[src/hdl/sbg_pkg.sv]
// Package: register map, field positions and rate constants of the baud generator
package sbg_pkg;

  // ----------------------------------------------------------------
  // Register map (byte addresses on APB)
  // ----------------------------------------------------------------
  localparam int ADDR_W = 8;
  localparam logic [7:0] ADDR_TRANSMIT_STATUS_CONTROL = 8'h00;
  localparam logic [7:0] ADDR_RECEIVE_STATUS_CONTROL = 8'h04;
  localparam logic [7:0] ADDR_BAUD_CONTROL = 8'h08;
  localparam logic [7:0] ADDR_DIVISOR_HIGH_BYTE = 8'h0C;
  localparam logic [7:0] ADDR_DIVISOR_LOW_BYTE = 8'h10;
  localparam logic [7:0] ADDR_GENERATOR_STATUS = 8'h14;

  // ----------------------------------------------------------------
  // Fields and reset values
  // ----------------------------------------------------------------
  localparam int TXSC_SYNC_BIT = 4;
  localparam int TXSC_HIGH_SPEED_BIT = 2;
  localparam int BAUD_WIDE_DIVISOR_BIT = 3;
  localparam logic [7:0] BAUD_WRITE_MASK = 8'h9B;
  localparam logic [7:0] REG_RESET = 8'h00;
  localparam int STAT_RX_LEVEL_BIT = 0;
  localparam int STAT_TIMER_LSB = 16;

  // ----------------------------------------------------------------
  // Timer periods per bit in each mode
  // ----------------------------------------------------------------
  localparam logic [6:0] PRESCALE_ASYNC_SLOW = 7'h40;
  localparam logic [6:0] PRESCALE_ASYNC_FAST = 7'h10;
  localparam logic [6:0] PRESCALE_SYNC = 7'h04;

  typedef struct packed {
    logic sync;
    logic wide;
    logic high_speed;
    logic [15:0] divisor;
  } sbg_rate_cfg_type;

  typedef struct packed {
    logic valid;
    logic last;
  } sbg_sample_type;

endpackage

[src/hdl/sbg_majority.sv]
// Three-sample majority vote of the receive line
`timescale 1ns/1ps
module sbg_majority (
  input wire logic pclk,
  input wire logic presetn,
  input wire sbg_pkg::sbg_sample_type sample,
  input wire logic rx_line,
  output logic rx_level,
  output logic rx_level_valid
);
  import sbg_pkg::*;

  logic [1:0] taken;
  logic [1:0] next_taken;
  logic next_rx_level;
  logic next_rx_level_valid;

  always_comb
  begin
    next_taken = taken;
    next_rx_level = rx_level;
    next_rx_level_valid = 1'b0;
    if (sample.valid)
    begin
      if (sample.last)
      begin
        // Two of three decide the level
        next_rx_level = (taken[0] & taken[1]) | (rx_line & (taken[0] | taken[1]));
        next_rx_level_valid = 1'b1;
      end
      next_taken = {taken[0], rx_line};
    end
  end

  always_ff @(posedge pclk or negedge presetn)
  begin
    if (!presetn)
    begin
      taken <= 2'b11;
      rx_level <= 1'b1;
      rx_level_valid <= 1'b0;
    end
    else
    begin
      taken <= next_taken;
      rx_level <= next_rx_level;
      rx_level_valid <= next_rx_level_valid;
    end
  end

endmodule

[src/hdl/sbg_baud_generator.sv]
// Baud rate generator with APB register file and receive-line majority sampling
// Functional notes
// Bit timing derives from the system clock.
// Software reprograms divisor after clock change.
// Three samples per bit, majority decides.
// Async narrow slow: clock over 64(n+1).
// Async one select set: clock over 16(n+1).
// Sync: clock over 4(n+1), ignore speed.
// Divisor is high byte concatenated low byte.
// Async both selects: clock over 4(n+1).
// Narrow by default; wide select enables 16-bit.
// Divisor write clears the timer at once.
// Divisor sets free-running timer period.
`timescale 1ns/1ps
module sbg_baud_generator #(
  parameter int DIV_W = 16
) (
  input wire logic pclk,
  input wire logic presetn,
  input wire logic psel,
  input wire logic penable,
  input wire logic pwrite,
  input wire logic [sbg_pkg::ADDR_W-1:0] paddr,
  input wire logic [31:0] pwdata,
  output logic [31:0] prdata,
  output logic pready,
  output logic pslverr,
  input wire logic rx_line,
  output logic bit_tick,
  output logic sample_tick,
  output logic rx_level,
  output logic rx_level_valid,
  output sbg_pkg::sbg_rate_cfg_type rate_cfg
);
  import sbg_pkg::*;

  // ----------------------------------------------------------------
  // Decoding shared by read and write paths
  // ----------------------------------------------------------------
  function automatic logic addr_mapped(input logic [ADDR_W-1:0] a);
    addr_mapped = (a == ADDR_TRANSMIT_STATUS_CONTROL) || (a == ADDR_RECEIVE_STATUS_CONTROL)
      || (a == ADDR_BAUD_CONTROL) || (a == ADDR_DIVISOR_HIGH_BYTE)
      || (a == ADDR_DIVISOR_LOW_BYTE) || (a == ADDR_GENERATOR_STATUS);
  endfunction

  // Timer periods per bit for a mode
  function automatic logic [6:0] prescale_len(input sbg_rate_cfg_type c);
    if (c.sync)
      prescale_len = PRESCALE_SYNC;
    else if (c.wide && c.high_speed)
      prescale_len = PRESCALE_SYNC;
    else if (c.wide || c.high_speed)
      prescale_len = PRESCALE_ASYNC_FAST;
    else
      prescale_len = PRESCALE_ASYNC_SLOW;
  endfunction

  // ----------------------------------------------------------------
  // Register file
  // ----------------------------------------------------------------
  logic [7:0] transmit_status_control;
  logic [7:0] receive_status_control;
  logic [7:0] baud_control;
  logic [7:0] divisor_high_byte;
  logic [7:0] divisor_low_byte;
  logic [7:0] next_transmit_status_control;
  logic [7:0] next_receive_status_control;
  logic [7:0] next_baud_control;
  logic [7:0] next_divisor_high_byte;
  logic [7:0] next_divisor_low_byte;
  logic [31:0] next_prdata;
  logic next_pslverr;
  logic wr_access;
  logic divisor_write;

  logic [DIV_W-1:0] timer;
  logic [DIV_W-1:0] next_timer;

  assign pready = 1'b1;
  assign wr_access = psel && penable && pwrite && addr_mapped(paddr);
  // A write to either byte restarts the count so the new rate shows at once
  assign divisor_write = wr_access
    && ((paddr == ADDR_DIVISOR_HIGH_BYTE) || (paddr == ADDR_DIVISOR_LOW_BYTE));

  always_comb
  begin
    next_transmit_status_control = transmit_status_control;
    next_receive_status_control = receive_status_control;
    next_baud_control = baud_control;
    next_divisor_high_byte = divisor_high_byte;
    next_divisor_low_byte = divisor_low_byte;
    if (wr_access)
    begin
      case (paddr)
        ADDR_TRANSMIT_STATUS_CONTROL: next_transmit_status_control = pwdata[7:0];
        ADDR_RECEIVE_STATUS_CONTROL: next_receive_status_control = pwdata[7:0];
        ADDR_BAUD_CONTROL: next_baud_control = pwdata[7:0] & BAUD_WRITE_MASK;
        ADDR_DIVISOR_HIGH_BYTE: next_divisor_high_byte = pwdata[7:0];
        ADDR_DIVISOR_LOW_BYTE: next_divisor_low_byte = pwdata[7:0];
        default: next_divisor_low_byte = divisor_low_byte;
      endcase
    end
  end

  // Read data is captured in the setup cycle and stands through the access cycle
  always_comb
  begin
    next_prdata = prdata;
    next_pslverr = 1'b0;
    if (psel && !penable)
    begin
      next_prdata = 32'h0000_0000;
      case (paddr)
        ADDR_TRANSMIT_STATUS_CONTROL: next_prdata[7:0] = transmit_status_control;
        ADDR_RECEIVE_STATUS_CONTROL: next_prdata[7:0] = receive_status_control;
        ADDR_BAUD_CONTROL: next_prdata[7:0] = baud_control;
        ADDR_DIVISOR_HIGH_BYTE: next_prdata[7:0] = divisor_high_byte;
        ADDR_DIVISOR_LOW_BYTE: next_prdata[7:0] = divisor_low_byte;
        ADDR_GENERATOR_STATUS:
        begin
          next_prdata[STAT_RX_LEVEL_BIT] = rx_level;
          next_prdata[STAT_TIMER_LSB +: DIV_W] = timer;
        end
        default: next_prdata = 32'h0000_0000;
      endcase
      next_pslverr = !addr_mapped(paddr);
    end
    else if (psel && penable)
    begin
      next_pslverr = pslverr;
    end
  end

  always_ff @(posedge pclk or negedge presetn)
  begin
    if (!presetn)
    begin
      transmit_status_control <= REG_RESET;
      receive_status_control <= REG_RESET;
      baud_control <= REG_RESET;
      divisor_high_byte <= REG_RESET;
      divisor_low_byte <= REG_RESET;
      prdata <= 32'h0000_0000;
      pslverr <= 1'b0;
    end
    else
    begin
      transmit_status_control <= next_transmit_status_control;
      receive_status_control <= next_receive_status_control;
      baud_control <= next_baud_control;
      divisor_high_byte <= next_divisor_high_byte;
      divisor_low_byte <= next_divisor_low_byte;
      prdata <= next_prdata;
      pslverr <= next_pslverr;
    end
  end

  // ----------------------------------------------------------------
  // Mode and divisor
  // ----------------------------------------------------------------
  sbg_rate_cfg_type cfg;
  logic [6:0] plen;
  logic [6:0] pmid;

  always_comb
  begin
    cfg.sync = transmit_status_control[TXSC_SYNC_BIT];
    cfg.high_speed = transmit_status_control[TXSC_HIGH_SPEED_BIT] && !cfg.sync;
    cfg.wide = baud_control[BAUD_WIDE_DIVISOR_BIT];
    // The high byte is ignored in narrow mode
    if (cfg.wide)
      cfg.divisor = {divisor_high_byte, divisor_low_byte};
    else
      cfg.divisor = {8'h00, divisor_low_byte};
  end

  assign plen = prescale_len(cfg);
  assign pmid = {1'b0, plen[6:1]};

  // ----------------------------------------------------------------
  // Free-running timer and prescaler, both on the system clock
  // ----------------------------------------------------------------
  logic [6:0] pre;
  logic [6:0] next_pre;
  logic base_tick;
  logic next_bit_tick;
  sbg_sample_type next_sample;
  sbg_sample_type sample;

  // Wrap on >= so a shrunk divisor or mode change never strands the count
  assign base_tick = (timer >= cfg.divisor[DIV_W-1:0]);

  always_comb
  begin
    next_timer = timer;
    next_pre = pre;
    next_bit_tick = 1'b0;
    next_sample = '0;
    if (divisor_write)
    begin
      next_timer = '0;
      next_pre = 7'h00;
    end
    else if (base_tick)
    begin
      next_timer = '0;
      if (pre >= plen - 7'h01)
      begin
        next_pre = 7'h00;
        next_bit_tick = 1'b1;
      end
      else
        next_pre = pre + 7'h01;
      // Three samples straddle the middle of the bit
      next_sample.valid = (pre == pmid - 7'h01) || (pre == pmid) || (pre == pmid + 7'h01);
      next_sample.last = (pre == pmid + 7'h01);
    end
    else
      next_timer = timer + {{(DIV_W-1){1'b0}}, 1'b1};
  end

  always_ff @(posedge pclk or negedge presetn)
  begin
    if (!presetn)
    begin
      timer <= '0;
      pre <= 7'h00;
      bit_tick <= 1'b0;
      sample <= '0;
      rate_cfg <= '0;
    end
    else
    begin
      timer <= next_timer;
      pre <= next_pre;
      bit_tick <= next_bit_tick;
      sample <= next_sample;
      rate_cfg <= cfg;
    end
  end

  assign sample_tick = sample.valid;

  // ----------------------------------------------------------------
  // Receive-line majority detect
  // ----------------------------------------------------------------
  sbg_majority u_majority (
    .pclk(pclk),
    .presetn(presetn),
    .sample(sample),
    .rx_line(rx_line),
    .rx_level(rx_level),
    .rx_level_valid(rx_level_valid)
  );

endmodule

[config.mk]
export PLATFORM = sky130hd
export DESIGN_NAME = sbg_baud_generator
export DESIGN_NICKNAME = d
export VERILOG_FILES = /design/src/hdl/sbg_pkg.sv /design/src/hdl/sbg_majority.sv /design/src/hdl/sbg_baud_generator.sv
export SDC_FILE = /design/constraint.sdc
export NUM_CORES = 1
export LEC_CHECK = 0
export ABC_AREA = 1
export BUFFER_PORTS_ARGS = -buffer_cell sky130_fd_sc_hd__buf_2
export CORE_MARGIN = 2
export CORE_UTILIZATION = 45
export CTS_BUF_LIST = sky130_fd_sc_hd__clkbuf_8 sky130_fd_sc_hd__clkbuf_16
export DETAILED_ROUTE_END_ITERATION = 8
export GPL_TIMING_DRIVEN = 1
export PLACE_DENSITY = 0.69
export SYNTH_ARGS = -nofsm -noshare
export SYNTH_HDL_FRONTEND = slang
export SYNTH_SLANG_ARGS = --single-unit
[constraint.sdc]
create_clock -name pclk -period 3 [get_ports pclk]
set_clock_uncertainty 0.1 [all_clocks]
set_input_delay 0.15 -clock pclk [delete_from_list [all_inputs] [get_ports pclk]]
set_output_delay 0.15 -clock pclk [all_outputs]
set_load 0.01 [all_outputs]
# Word-level counts from Yosys, hierarchy flattened
# Index checks and enable logic that the tools add are counted.
# word_totals
ff_bits	111
in_bits	46
out_inout_bits	57
word_cells	87
# op_classes
add_sub_neg	5
n_lt_le_gt_ge	2
eq_ne	9
n_mux	21
n_bitwise	4
reduce_logical	27
# op_table
op	count
16-bit two-way mux	4
7-bit two-way mux	6
7-bit one-hot mux with 5 select lines	1
16-bit by 1-bit adder with 16-bit output, second input constant	1
8-bit by 4-bit equality test with 1-bit output, second input constant	2
8-bit by 5-bit equality test with 1-bit output, second input constant	2
16-bit greater-or-equal comparator	1
7-bit equality test	2
2-bit AND reduction	6
1-bit logical OR	9
8-bit by 3-bit equality test with 1-bit output, second input constant	1
8-bit logical NOT	1
6-bit by 1-bit adder with 7-bit output, second input constant	1
7-bit by 1-bit adder with 7-bit output, second input constant	1
7-bit by 6-bit equality test with 1-bit output	1
7-bit greater-or-equal comparator	1
1-bit logical AND	7
1-bit two-way mux	7
6-bit by 1-bit subtractor with 7-bit output, second input constant	1
7-bit by 1-bit subtractor with 7-bit output, second input constant	1
1-bit one-hot mux with 6 select lines	1
2-bit two-way mux	2
1-bit logical NOT	3
1-bit bitwise AND	2
other kinds (3)	4

# Logic depth before layout (Yosys ltp)
# Gate-level depths: netlist of run 1.
# depth
ltp_word	12
mapped_depth	15
depth_no_buf	15

# Modules after synthesis
# From an unflattened synthesis of run 1, not the netlist that was laid out.
# hier_totals
hier_cells	653
hier_area_um2	5586.6
# modules_own_cells
module	instances	cells_each	area_each_um2	seq_area_each_um2
sbg_baud_generator	1	634	5421.4	2677.6
sbg_majority	1	19	165.2	103.8

# Worst setup path before layout of run 1
# Ideal clock, no wire load.
# synth_path
kind	reg-to-reg
start	register baud_control[3]
end	register pre[0]
setup_ns	0.066
arrival_ns	2.359
t_required_ns	2.834
path_slack_ns	0.475
stages_incl_launch_ff	15
n_path_buf	1
period_less_slack_ns	2.525
cell_sequence	dfrtp_1 > clkbuf_1 > inv_1 > ha_1 > nand2_1 > ha_1 > xor2_1 > ha_1 > nand2_1 > nor2_1 > nor2_1 > nand3_1 > nor2_1 > nand3_1 > nand2_1
# synth_between
elab_chain_cells	9
word_cells_on_any_way	13
classes_between	1 x add/sub; 2 x order compare; 7 x mux; 3 x reduce/logical
# synth_lines
element	line	rtl
start, declared	sbg_baud_generator.sv:63	logic [7:0] baud_control;
start signal, assigned	sbg_baud_generator.sv:150	baud_control <= next_baud_control;
1-bit logical OR	sbg_baud_generator.sv:52	else if (c.wide || c.high_speed)
7-bit two-way mux	sbg_baud_generator.sv:52	
7-bit two-way mux	sbg_baud_generator.sv:50	else if (c.wide && c.high_speed)
7-bit two-way mux	sbg_baud_generator.sv:48	if (c.sync)
7-bit by 1-bit subtractor with 7-bit output	sbg_baud_generator.sv:207	if (pre >= plen - 7'h01)
7-bit greater-or-equal comparator	sbg_baud_generator.sv:207	
7-bit two-way mux	sbg_baud_generator.sv:207	
7-bit two-way mux	sbg_baud_generator.sv:204	else if (base_tick)
7-bit two-way mux	sbg_baud_generator.sv:199	if (divisor_write)
end signal, assigned	sbg_baud_generator.sv:235	pre <= next_pre;
end, declared	sbg_baud_generator.sv:183	logic [6:0] pre;
# Parallel ways exist; a longest one is shown, timed or not. The select of a mux whose other input is x is not followed.
# A chain may end at the register's enable or synchronous reset.

# Final worst setup path of run 1
# layout_path
start	register transmit_status_control[4]
end	register pre[5]
# layout_between
elab_chain_cells	11
word_cells_on_any_way	12
classes_between	1 x add/sub; 1 x order compare; 6 x mux; 4 x reduce/logical
# layout_lines
element	line	rtl
start, declared	sbg_baud_generator.sv:61	logic [7:0] transmit_status_control;
start signal, assigned	sbg_baud_generator.sv:148	transmit_status_control <= next_transmit_status_control;
1-bit logical NOT	sbg_baud_generator.sv:168	cfg.high_speed = transmit_status_control[TXSC_HIGH_SPEED_BIT] && !cfg.sync;
1-bit logical AND	sbg_baud_generator.sv:168	
1-bit logical OR	sbg_baud_generator.sv:52	
7-bit two-way mux	sbg_baud_generator.sv:52	
7-bit two-way mux	sbg_baud_generator.sv:50	
7-bit two-way mux (*)	sbg_baud_generator.sv:48	
7-bit by 1-bit subtractor with 7-bit output (*)	sbg_baud_generator.sv:207	
7-bit greater-or-equal comparator (*)	sbg_baud_generator.sv:207	
7-bit two-way mux (*)	sbg_baud_generator.sv:207	
7-bit two-way mux (*)	sbg_baud_generator.sv:204	
7-bit two-way mux (*)	sbg_baud_generator.sv:199	
# Mark *: on every way between the ends. The rest lies on a longest branch, timed or not. The select of a mux whose other input is x is not followed.

==> flow_metrics.py, run 1 <==
metrics = {
    "outcome": {
        "outcome": "complete, no violations",
    },
    "synth": {
        "ys_top_cells_by_area": "dfrtp_1 (49%), nand2_1 (16%), ha_1 (5.9%)",
        "synth_edf_count": 0,
        "netlist.top_cell.by_area": "dfrtp_1",
        "ys_seq_area_frac": 0.5043,
        "postSynthAreaPerCell_um2": 8.331,
        "ys.flop_type": "dfrtp_1",
        "synth_cell_types": 36,
        "ys_ff_latch": 111,
        "yosysTopAreaCellShare": 0.4900,
        "ys_async_sr_fraction": 1.000,
        "synth_warnings": 0,
        "synth_area_mm2": 0.005515,
        "netlist_instances": 662,
    },
    "timing": {
        "final.setup.worst_slack_ns": 0.2702,
        "finalSetupViolCount": 0,
        "tightest_slew_ns": 0.7177,
        "rsz0062_at_grt": "false",
        "min_period_ns": 2.730,
        "maxSlewViolCount": 0,
        "hold_viol_final": 0,
        "tns_ns": 0,
        "slew_headroom": 0.5215,
        "finalCritPeriodShare": 0.9099,
        "fmax_ghz": 0.3663,
    },
    "setup_path": {
        "critical_path_class": "reg2reg",
        "critPathArrivalTime_ns": 2.92,
        "critPathMaxFanout": 8,
        "start_kind": "flip-flop",
        "reg2reg_slack_ns": 0.27,
        "cp.required_ns": 3.19,
        "r2r-end": "pre[5]",
        "worst_path_largest_cell_delay_ns": 0.41,
        "rr_worst_depth": 13,
        "path_cells": "inv_1 > nand2_1 > ha_1 > nand2_1 > ha_1 > ha_1 > a21oi_1 > nor2_1 > nor2_1 > nand3_2 > nor2_1 > nand3_1 > nand2_1",
        "end_kind": "flip-flop",
        "reg2reg_from": "transmit_status_control[4]",
        "crit_slowest_cell": "dfrtp_1",
    },
    "place": {
        "placedCellCount": 873,
        "dp.final_hpwl_um": 9475,
        "dp_slack_ns": 0.2298,
        "portBuffers": 69,
        "gp_congestion": 0.9064,
        "postPlaceCellArea_mm2": 0.006021,
    },
    "power_and_ir_drop": {
        "internal_power_w": 0.002539,
        "power_density_mw_per_mm2": 544.1,
        "switchingPower_w": 0.0009730,
        "combPwrFrac": 0.144,
        "leakagePower_nw": 3.490,
        "ir_drop_mv": 0.4877,
        "p_seq_frac": 0.483,
        "swShare": 0.2771,
        "clkPwrFrac": 0.373,
    },
    "final_layout": {
        "area_growth_pct": 17.01,
        "drive_gt1_frac": 0.1569,
        "fin_nets": 819,
        "nFillCells": 1090,
        "fin_area_mm2": 0.006454,
        "regArea_mm2": 0.002781,
        "antenna-diode-count": 0,
        "finalNonFillerCells": 899,
        "multi_input_area_mm2": 0.002394,
    },
    "die": {
        "rows": 40,
        "fp.dieW_um": 114.7,
        "initial_core_util": 0.4592,
        "die_y_um": 114.7,
        "core_mm2": 0.01201,
        "ioPinCount": 103,
        "dieArea_mm2": 0.01316,
    },
    "run": {
        "cap_violations": 0,
    },
    "global_route": {
        "grt_pass1_wl_um": 20800,
        "grt_overflow_total": 0,
        "grt_pass1_vias": 4291,
        "grt_usage": 0.2029,
        "grt_max_degree": 58,
        "antenna_found_initial": 0,
    },
    "clock_network": {
        "clk-insertion-delay-late_ns": 0.35,
        "clkTransAtPathRegs_ns": 0.08,
        "htree_num_levels": 3,
        "cts_buffers": 9,
        "cts_setup_buffers": 0,
        "cts_tree": "yes",
        "clockRootBuffer": "clkbuf_16",
        "clkSinkCount": 111,
        "ctsLongestPathBuffers": 2,
    },
    "routing": {
        "drc": 0,
        "vias_per_cell": 5.041,
        "firstDrtPassIters": 5,
        "drtIter0Drc": 300,
        "ant_nets": 0,
        "wl_per_cell_um": 14.15,
        "vias": 4532,
        "drt_wl_total_um": 12720,
    },
    "worst_hold_path": {
        "worst_hold_path_type": "in2reg",
        "holdPathEnd": "pslverr",
        "min-delay-start": "psel",
        "whs_path_depth": 3,
    },
}
cell type report:
class | count | share of cell area
Clock buffer | 9 | 0.03490
Clock inverter | 7 | 0.01590
Inverter | 69 | 0.04052
Multi-Input combinational cell | 471 | 0.3709
Sequential cell | 111 | 0.4310
Tap cell | 147 | 0.02850
Timing Repair Buffer | 85 | 0.07832
power by group through the flow:
stage | clock network, W | registers (W) | logic [W]
final | 0.00131 | 0.00170 | 0.000505
after global routing | 0.00140 | 0.00171 | 0.000588
after CTS | 0.00134 | 0.00169 | 0.000505
after detailed placement | 0 | 0.00172 | 0.000494
after global placement | 0 | 0.00171 | 0.000464
after floorplan | 0 | 0.00169 | 0.000347
Yosys cell counts, drive strengths merged, types with 3 or more instances:
cell    count
dfstp       3
xor2       12
inv        68
a21oi      22
clkbuf      4
nand2     240
nor2       67
o31ai      16
ha         26
o21ai      19
xnor2       3
dfrtp     108
nand3      38
buf        14
nor3        6
metrics by stage:
step | util | hold WS, ns | total power (W)
final | 0.5373 | 0.04309 | 0.003512
after global routing | 0.5373 | 0.05619 | 0.003699
after CTS | 0.5369 | 0.02635 | 0.003540
after detailed placement | 0.5013 | 0.1589 | 0.002214
after global placement | 0.5013 | 0.1430 | 0.002177
after floorplan | - | -0.2456 | 0.002042
critical path, delay by kind of cell, from the launching register on:
kind                       cells  cell delay (ns)
DFF                            1             0.41
and+or+nand+nor                8             0.88
buffers and inverters          1             0.15
adders and majority gates      3             0.93
AOI/OAI and AO/OA              1             0.20
routing by layer:
layer	share of wire	up-vias	track usage	routed length (um)
met1	0.46	2151	0.2802	5806
li1	-	2256	-	-
met2	0.48	115	0.3235	6126
met5	0	-	0	0
met4	0.011	0	0.06827	143
met3	0.050	10	0.03970	641
registers in the layout, summed over array words and instances (netlist names), 5 cells and up:
signal,cells
baud_control,5
divisor_low_byte,8
pre,7
prdata,24
divisor_high_byte,8
transmit_status_control,8
timer,16
rate_cfg,19
receive_status_control,8
worst max path at each step:
stage,start,endpoint,slack [ns],cells past startpoint
finish,transmit_status_control[4],pre[5],0.27,13
floorplan,baud_control[3],pre[0],0.48,14
CTS,transmit_status_control[4],pre[5],0.21,13
global route,transmit_status_control[4],pre[4],0.02,13
detailed placement,transmit_status_control[4],pre[5],0.23,13
global placement,transmit_status_control[4],pre[5],0.36,14
cell usage in the layout, fill, tap and decap left out, drive strengths merged, types with 2 or more instances in the layout:
master	synthesis	routed
dfstp	3	3
and3	2	2
o211ai	2	2
ha	26	26
nand3	38	38
xnor2	3	3
nand4	2	2
inv	68	70
dfrtp	108	108
a21oi	22	22
o21a	2	2
xor2	12	12
clkbuf	4	9
conb	2	9
clkinv	1	4
buf	14	75
dlygate4sd3	0	10
bufinv	0	2
nor2	67	67
o21ai	19	19
o31ai	16	16
nor3	6	6
nand2	240	240
kinds of logic (layout without fill, tap and decap cells):
| kind of cell | after synthesis | in the layout | synth area share |
|---|---|---|---|
| adder cells (fa/ha/maj) | 26 | 26 | 0.05898 |
| AND/OR/NAND/NOR | 357 | 357 | 0.2750 |
| AO/OA/AOI/OAI | 64 | 64 | 0.06919 |
| XOR/XNOR | 15 | 15 | 0.02382 |
| flip-flops | 111 | 111 | 0.5043 |
| buffers and inverters | 87 | 170 | 0.06738 |
| other | 2 | 9 | 0.001362 |
repair_timing:
action | CTS | global route
resized for setup | 0 | 1
hold buffers | 10 | 0
endpoints found under the setup margin | 0 | 7
hold endpoints to repair | 90 | 0
Note: power is estimated with default switching activity, not from simulation.
==> run 2: changes to the inputs <==
==> constraint.sdc (replaced) <==
create_clock -name pclk -period 3 [get_ports pclk]
set_clock_uncertainty 0.1 [all_clocks]
set_input_delay 0.3 -clock pclk [delete_from_list [all_inputs] [get_ports pclk]]
set_output_delay 0.3 -clock pclk [all_outputs]
set_load 0.01 [all_outputs]
==> flow_metrics.py, run 2 (synthesized netlist as in run 1, its figures left out) <==
metrics = {
    "outcome": {
        "outcome": "complete, no violations",
    },
    "final_layout": {
        "area_growth_pct": 15.74,
        "top_regs": "prdata (24), rate_cfg (19), timer (16)",
        "final_common_cell": "nand2_1",
        "finalNonFillerCells": 889,
        "largest_register_ff_count": 24,
        "drive_gt1_frac": 0.1577,
        "top_register": "prdata",
        "fin_nets": 809,
        "final_cell_mix": "nand2_1 (233), dfrtp_1 (108), buf_2 (68)",
        "nFillCells": 1148,
        "final_util": 0.5315,
        "fin_area_mm2": 0.006384,
        "antenna-diode-count": 0,
    },
    "global_route": {
        "grt_usage": 0.2019,
        "grt_max_degree": 112,
        "grt_overflow_total": 0,
        "grt_pass1_wl_um": 20730,
        "grt_pass1_vias": 4245,
        "antenna_found_initial": 0,
    },
    "place": {
        "gp_congestion": 0.9246,
        "portBuffers": 69,
        "postPlaceCellArea_mm2": 0.006013,
        "dp.final_hpwl_um": 9252,
        "placedCellCount": 872,
    },
    "routing": {
        "wl_per_cell_um": 14.34,
        "ant_nets": 0,
        "drtIter0Drc": 417,
        "drt_wl_total_um": 12750,
        "drc": 0,
        "vias_per_cell": 5.055,
        "vias": 4494,
        "firstDrtPassIters": 5,
    },
    "die": {
        "initial_core_util": 0.4592,
        "rows": 40,
        "core_mm2": 0.01201,
        "fp.dieW_um": 114.7,
        "ioPinCount": 103,
        "die_y_um": 114.7,
        "dieArea_mm2": 0.01316,
    },
    "setup_path": {
        "start_kind": "flip-flop",
        "end_kind": "flip-flop",
        "cp.required_ns": 3.21,
        "critical_path_class": "reg2reg",
        "critPathArrivalTime_ns": 2.93,
        "critPathMaxFanout": 8,
    },
    "timing": {
        "finalSetupViolCount": 0,
        "whs_ns": 0.08718,
        "rsz0062_at_grt": "false",
        "fmax_ghz": 0.3673,
        "slew_headroom": 0.6026,
        "tightest_slew_ns": 0.5961,
        "finalCritPeriodShare": 0.9075,
        "tns_ns": 0,
        "min_period_ns": 2.722,
        "maxSlewViolCount": 0,
        "hold_viol_final": 0,
    },
    "power_and_ir_drop": {
        "power_density_mw_per_mm2": 565.3,
        "ir_drop_mv": 0.2596,
        "leakagePower_nw": 3.453,
    },
    "clock_network": {
        "clockRootBuffer": "clkbuf_16",
        "cts_buffers": 9,
        "htree_num_levels": 3,
        "cts_tree": "yes",
        "clk-insertion-delay-late_ns": 0.36,
        "cts_setup_buffers": 0,
        "clkSinkCount": 111,
        "clkTransAtPathRegs_ns": 0.08,
        "ctsLongestPathBuffers": 2,
    },
    "run": {
        "cap_violations": 0,
    },
    "worst_hold_path": {
        "worst_hold_path_type": "in2reg",
    },
}
==> run 2: cell count changes in the layout (fill, tap and decap cells not counted) <==
cell and delta:
buf_4 -1, bufinv_16 +1, clkbuf_8 +1, clkinv_2 -1, clkinv_4 -2, clkinvlp_4 +2, dlygate4sd3_1 -9, inv_6 -1
==> run 2: per-layer routing <==
layer,global-route usage,wire (um)
met1,0.2851,5929
met2,0.3195,5952
met3,0.03759,695
met4,0.06104,172
met5,0,0
==> run 2: final timing paths <==
| check | from | depth (start not counted) | slack [ns] | to |
|---|---|---|---|---|
| max | transmit_status_control[4] | 14 | 0.28 | pre[1] |
| min | rx_line | 3 | 0.09 | u_majority.taken[0] |
| max reg2reg | transmit_status_control[4] | 14 | 0.28 | pre[1] |
| min reg2reg | divisor_low_byte[1] | 0 | 0.30 | rate_cfg[1] |
| max in group asynchronous | presetn | 3 | 1.89 | transmit_status_control[1] |
| min in group asynchronous | presetn | 3 | 0.44 | prdata[18] |
==> run 2: worst max-delay path: stages, from the launching register on <==
cell     delay (ns)
dfrtp_1        0.41
inv_1          0.16
nand2_1        0.10
ha_1           0.30
nand2_1        0.08
ha_1           0.25
xor2_1         0.18
ha_1           0.30
nand2_1        0.09
nor2_1         0.05
nor2_1         0.11
nand3_2        0.19
nor2_1         0.15
nand3_1        0.10
nand2_1        0.08
==> run 2: area by class of cell <==
cell class,count,area [um^2],share of cell area
Clock inverter,6,116.4,0.01823
Tap cell,147,183.9,0.02881
Clock buffer,10,239.0,0.03744
Inverter,69,261.5,0.04096
Sequential cell,111,2781,0.4357
Multi-Input combinational cell,471,2394,0.3750
Timing Repair Buffer,75,407.9,0.06390
==> run 2: power breakdown <==
part | leakage, nW | switching, W | total (W) | internal (W)
logic | 1.77 | 0.000293 | 0.000495 | 0.000202
clock network | 0.167 | 0.000572 | 0.00142 | 0.000845
registers | 1.52 | 0.000110 | 0.00170 | 0.00159
==> run 2: stage by stage <==
| step | worst slack [ns] | power [W] |
|---|---|---|
| after global placement | 0.3552 | 0.002177 |
| final | 0.2776 | 0.003608 |
| after detailed placement | 0.2298 | 0.002209 |
| after CTS | 0.2035 | 0.003621 |
| after global routing | 0.04628 | 0.003770 |
| after floorplan | 0.4753 | 0.002042 |
==> run 2: timing repair <==
action                                  in CTS  in global routing
hold buffers                                 1                  0
resized for setup                            0                  1
endpoints found under the hold margin      108                  0
endpoints found under the setup margin       0                  4
==> run 3: changes to the inputs <==
- CELL_PAD_IN_SITES_DETAIL_PLACEMENT: unset -> 1
- CELL_PAD_IN_SITES_GLOBAL_PLACEMENT: unset -> 1
- CORE_UTILIZATION: 45 -> 41
- PLACE_DENSITY: 0.69 -> 0.81
==> flow_metrics.py, run 3 (synthesized netlist as in run 1, its figures left out) <==
metrics = {
    "place": {
        "dp.final_hpwl_um": 10950,
        "gp_congestion": 0.8693,
        "dp_slack_ns": 0.1867,
        "portBuffers": 69,
        "postPlaceCellArea_mm2": 0.006050,
    },
    "outcome": {
        "outcome": "complete, no violations",
    },
    "clock_network": {
        "clkSinkCount": 111,
        "clkTransAtPathRegs_ns": 0.07,
        "cts_setup_buffers": 0,
        "ctsLongestPathBuffers": 2,
        "clk-insertion-delay-late_ns": 0.35,
        "cts_tree": "yes",
        "clockRootBuffer": "clkbuf_16",
        "cts_buffers": 9,
        "htree_num_levels": 3,
    },
    "final_layout": {
        "fin_nets": 809,
        "top_register": "prdata",
        "final_common_cell": "nand2_1",
        "nFillCells": 1607,
        "multi_input_area_mm2": 0.002399,
        "area_growth_pct": 15.09,
        "fin_area_mm2": 0.006347,
        "antenna-diode-count": 0,
        "final_cell_mix": "nand2_1 (233), dfrtp_1 (108), inv_1 (68), buf_2 (68), nor2_1 (56)",
        "final_util": 0.4812,
        "drive_gt1_frac": 0.1568,
        "regArea_mm2": 0.002781,
        "top_regs": "prdata (24), rate_cfg (19), timer (16)",
        "largest_register_ff_count": 24,
    },
    "timing": {
        "fmax_ghz": 0.3698,
        "slew_headroom": 0.6118,
        "final.setup.worst_slack_ns": 0.2957,
        "min_period_ns": 2.704,
        "tns_ns": 0,
        "finalSetupViolCount": 0,
        "rsz0062_at_grt": "false",
        "maxSlewViolCount": 0,
        "hold_viol_final": 0,
        "finalCritPeriodShare": 0.9014,
        "tightest_slew_ns": 0.5823,
    },
    "routing": {
        "vias": 4549,
        "drt_wl_total_um": 14680,
        "wl_per_cell_um": 16.03,
        "vias_per_cell": 4.966,
        "firstDrtPassIters": 4,
        "ant_nets": 0,
        "drtIter0Drc": 151,
        "drc": 0,
    },
    "setup_path": {
        "start_kind": "flip-flop",
        "end_kind": "flip-flop",
        "reg2reg_slack_ns": 0.30,
        "cp.required_ns": 3.19,
        "critPathMaxFanout": 8,
        "r2r-end": "pre[3]",
        "rr_worst_depth": 13,
        "critical_path_class": "reg2reg",
        "startpoint": "transmit_status_control[4]",
        "endpoint": "pre[3]",
        "critPathArrivalTime_ns": 2.90,
        "reg2reg_from": "transmit_status_control[4]",
    },
    "power_and_ir_drop": {
        "ir_drop_mv": 0.2541,
        "leakagePower_nw": 3.428,
        "finalPower_w": 0.003388,
        "power_density_mw_per_mm2": 533.7,
    },
    "die": {
        "die_y_um": 120.0,
        "fp.dieW_um": 120.0,
        "dieArea_mm2": 0.01440,
        "ioPinCount": 103,
        "core_mm2": 0.01319,
        "rows": 42,
        "initial_core_util": 0.4181,
    },
    "global_route": {
        "grt_max_degree": 112,
        "grt_overflow_total": 0,
        "grt_usage": 0.2183,
        "antenna_found_initial": 0,
        "grt_pass1_wl_um": 24510,
        "grt_pass1_vias": 4884,
    },
    "worst_hold_path": {
        "worst_hold_path_type": "in2reg",
        "min-delay-start": "psel",
    },
    "run": {
        "cap_violations": 0,
    },
}
==> run 3: per-stage QoR <==
step           hold slack (ns)  std cells
6_report                0.1063        916
5_1_grt                 0.1232        916
4_1_cts                 0.1003        916
3_5_place_dp            0.3030        901
3_3_place_gp            0.2940        901
2_1_floorplan         -0.09559        669
==> run 3: worst min-delay path by stage <==
| stage | endpoint | slack, ns | depth (start not counted) |
|---|---|---|---|
| 6_report | pslverr | 0.11 | 3 |
| 5_1_grt | pslverr | 0.12 | 3 |
| 4_1_cts | pslverr | 0.10 | 3 |
| 3_5_place_dp | rate_cfg[1] | 0.30 | 0 |
| 3_3_place_gp | rate_cfg[7] | 0.29 | 0 |
| 2_1_floorplan | baud_control[0] | -0.1 | 0 |
==> run 3: area by class of cell <==
class | count | area share
flip-flops and latches | 111 | 0.4382
inverters | 69 | 0.04120
clock inverters | 5 | 0.008279
repair buffers | 75 | 0.06426
clock buffers | 9 | 0.03548
multi-input cells | 471 | 0.3779
well taps | 176 | 0.03469
==> run 3: critical path, cell delays in order (launching register included) <==
cell	delay (ns)
dfrtp_1	0.42
inv_1	0.16
nand2_1	0.10
ha_1	0.30
nand2_1	0.10
ha_2	0.30
ha_1	0.30
a21oi_1	0.15
nor2_1	0.05
nor2_1	0.11
nand3_2	0.19
nor2_1	0.18
nand3_1	0.09
nand2_1	0.09
==> run 3: routing by layer <==
layer  global-route usage  vias up  wire [um]
li1                     -     2217          -
met1               0.2821     2234       6427
met5                    0        -          0
met2               0.3771       81       7500
met4              0.06691        0        226
met3              0.03375       17        527
==> run 3: timing repair <==
action,CTS,global route
hold buffers,1,0
endpoints found under the hold margin,108,0
setup endpoints to repair,0,8
resized for setup,0,3
==> run 3: report_power, final <==
| part | total, W | switching, W | internal [W] |
|---|---|---|---|
| Sequential | 0.00170 | 0.000115 | 0.00159 |
| Combinational | 0.000512 | 0.000309 | 0.000202 |
| Clock | 0.00117 | 0.000540 | 0.000634 |
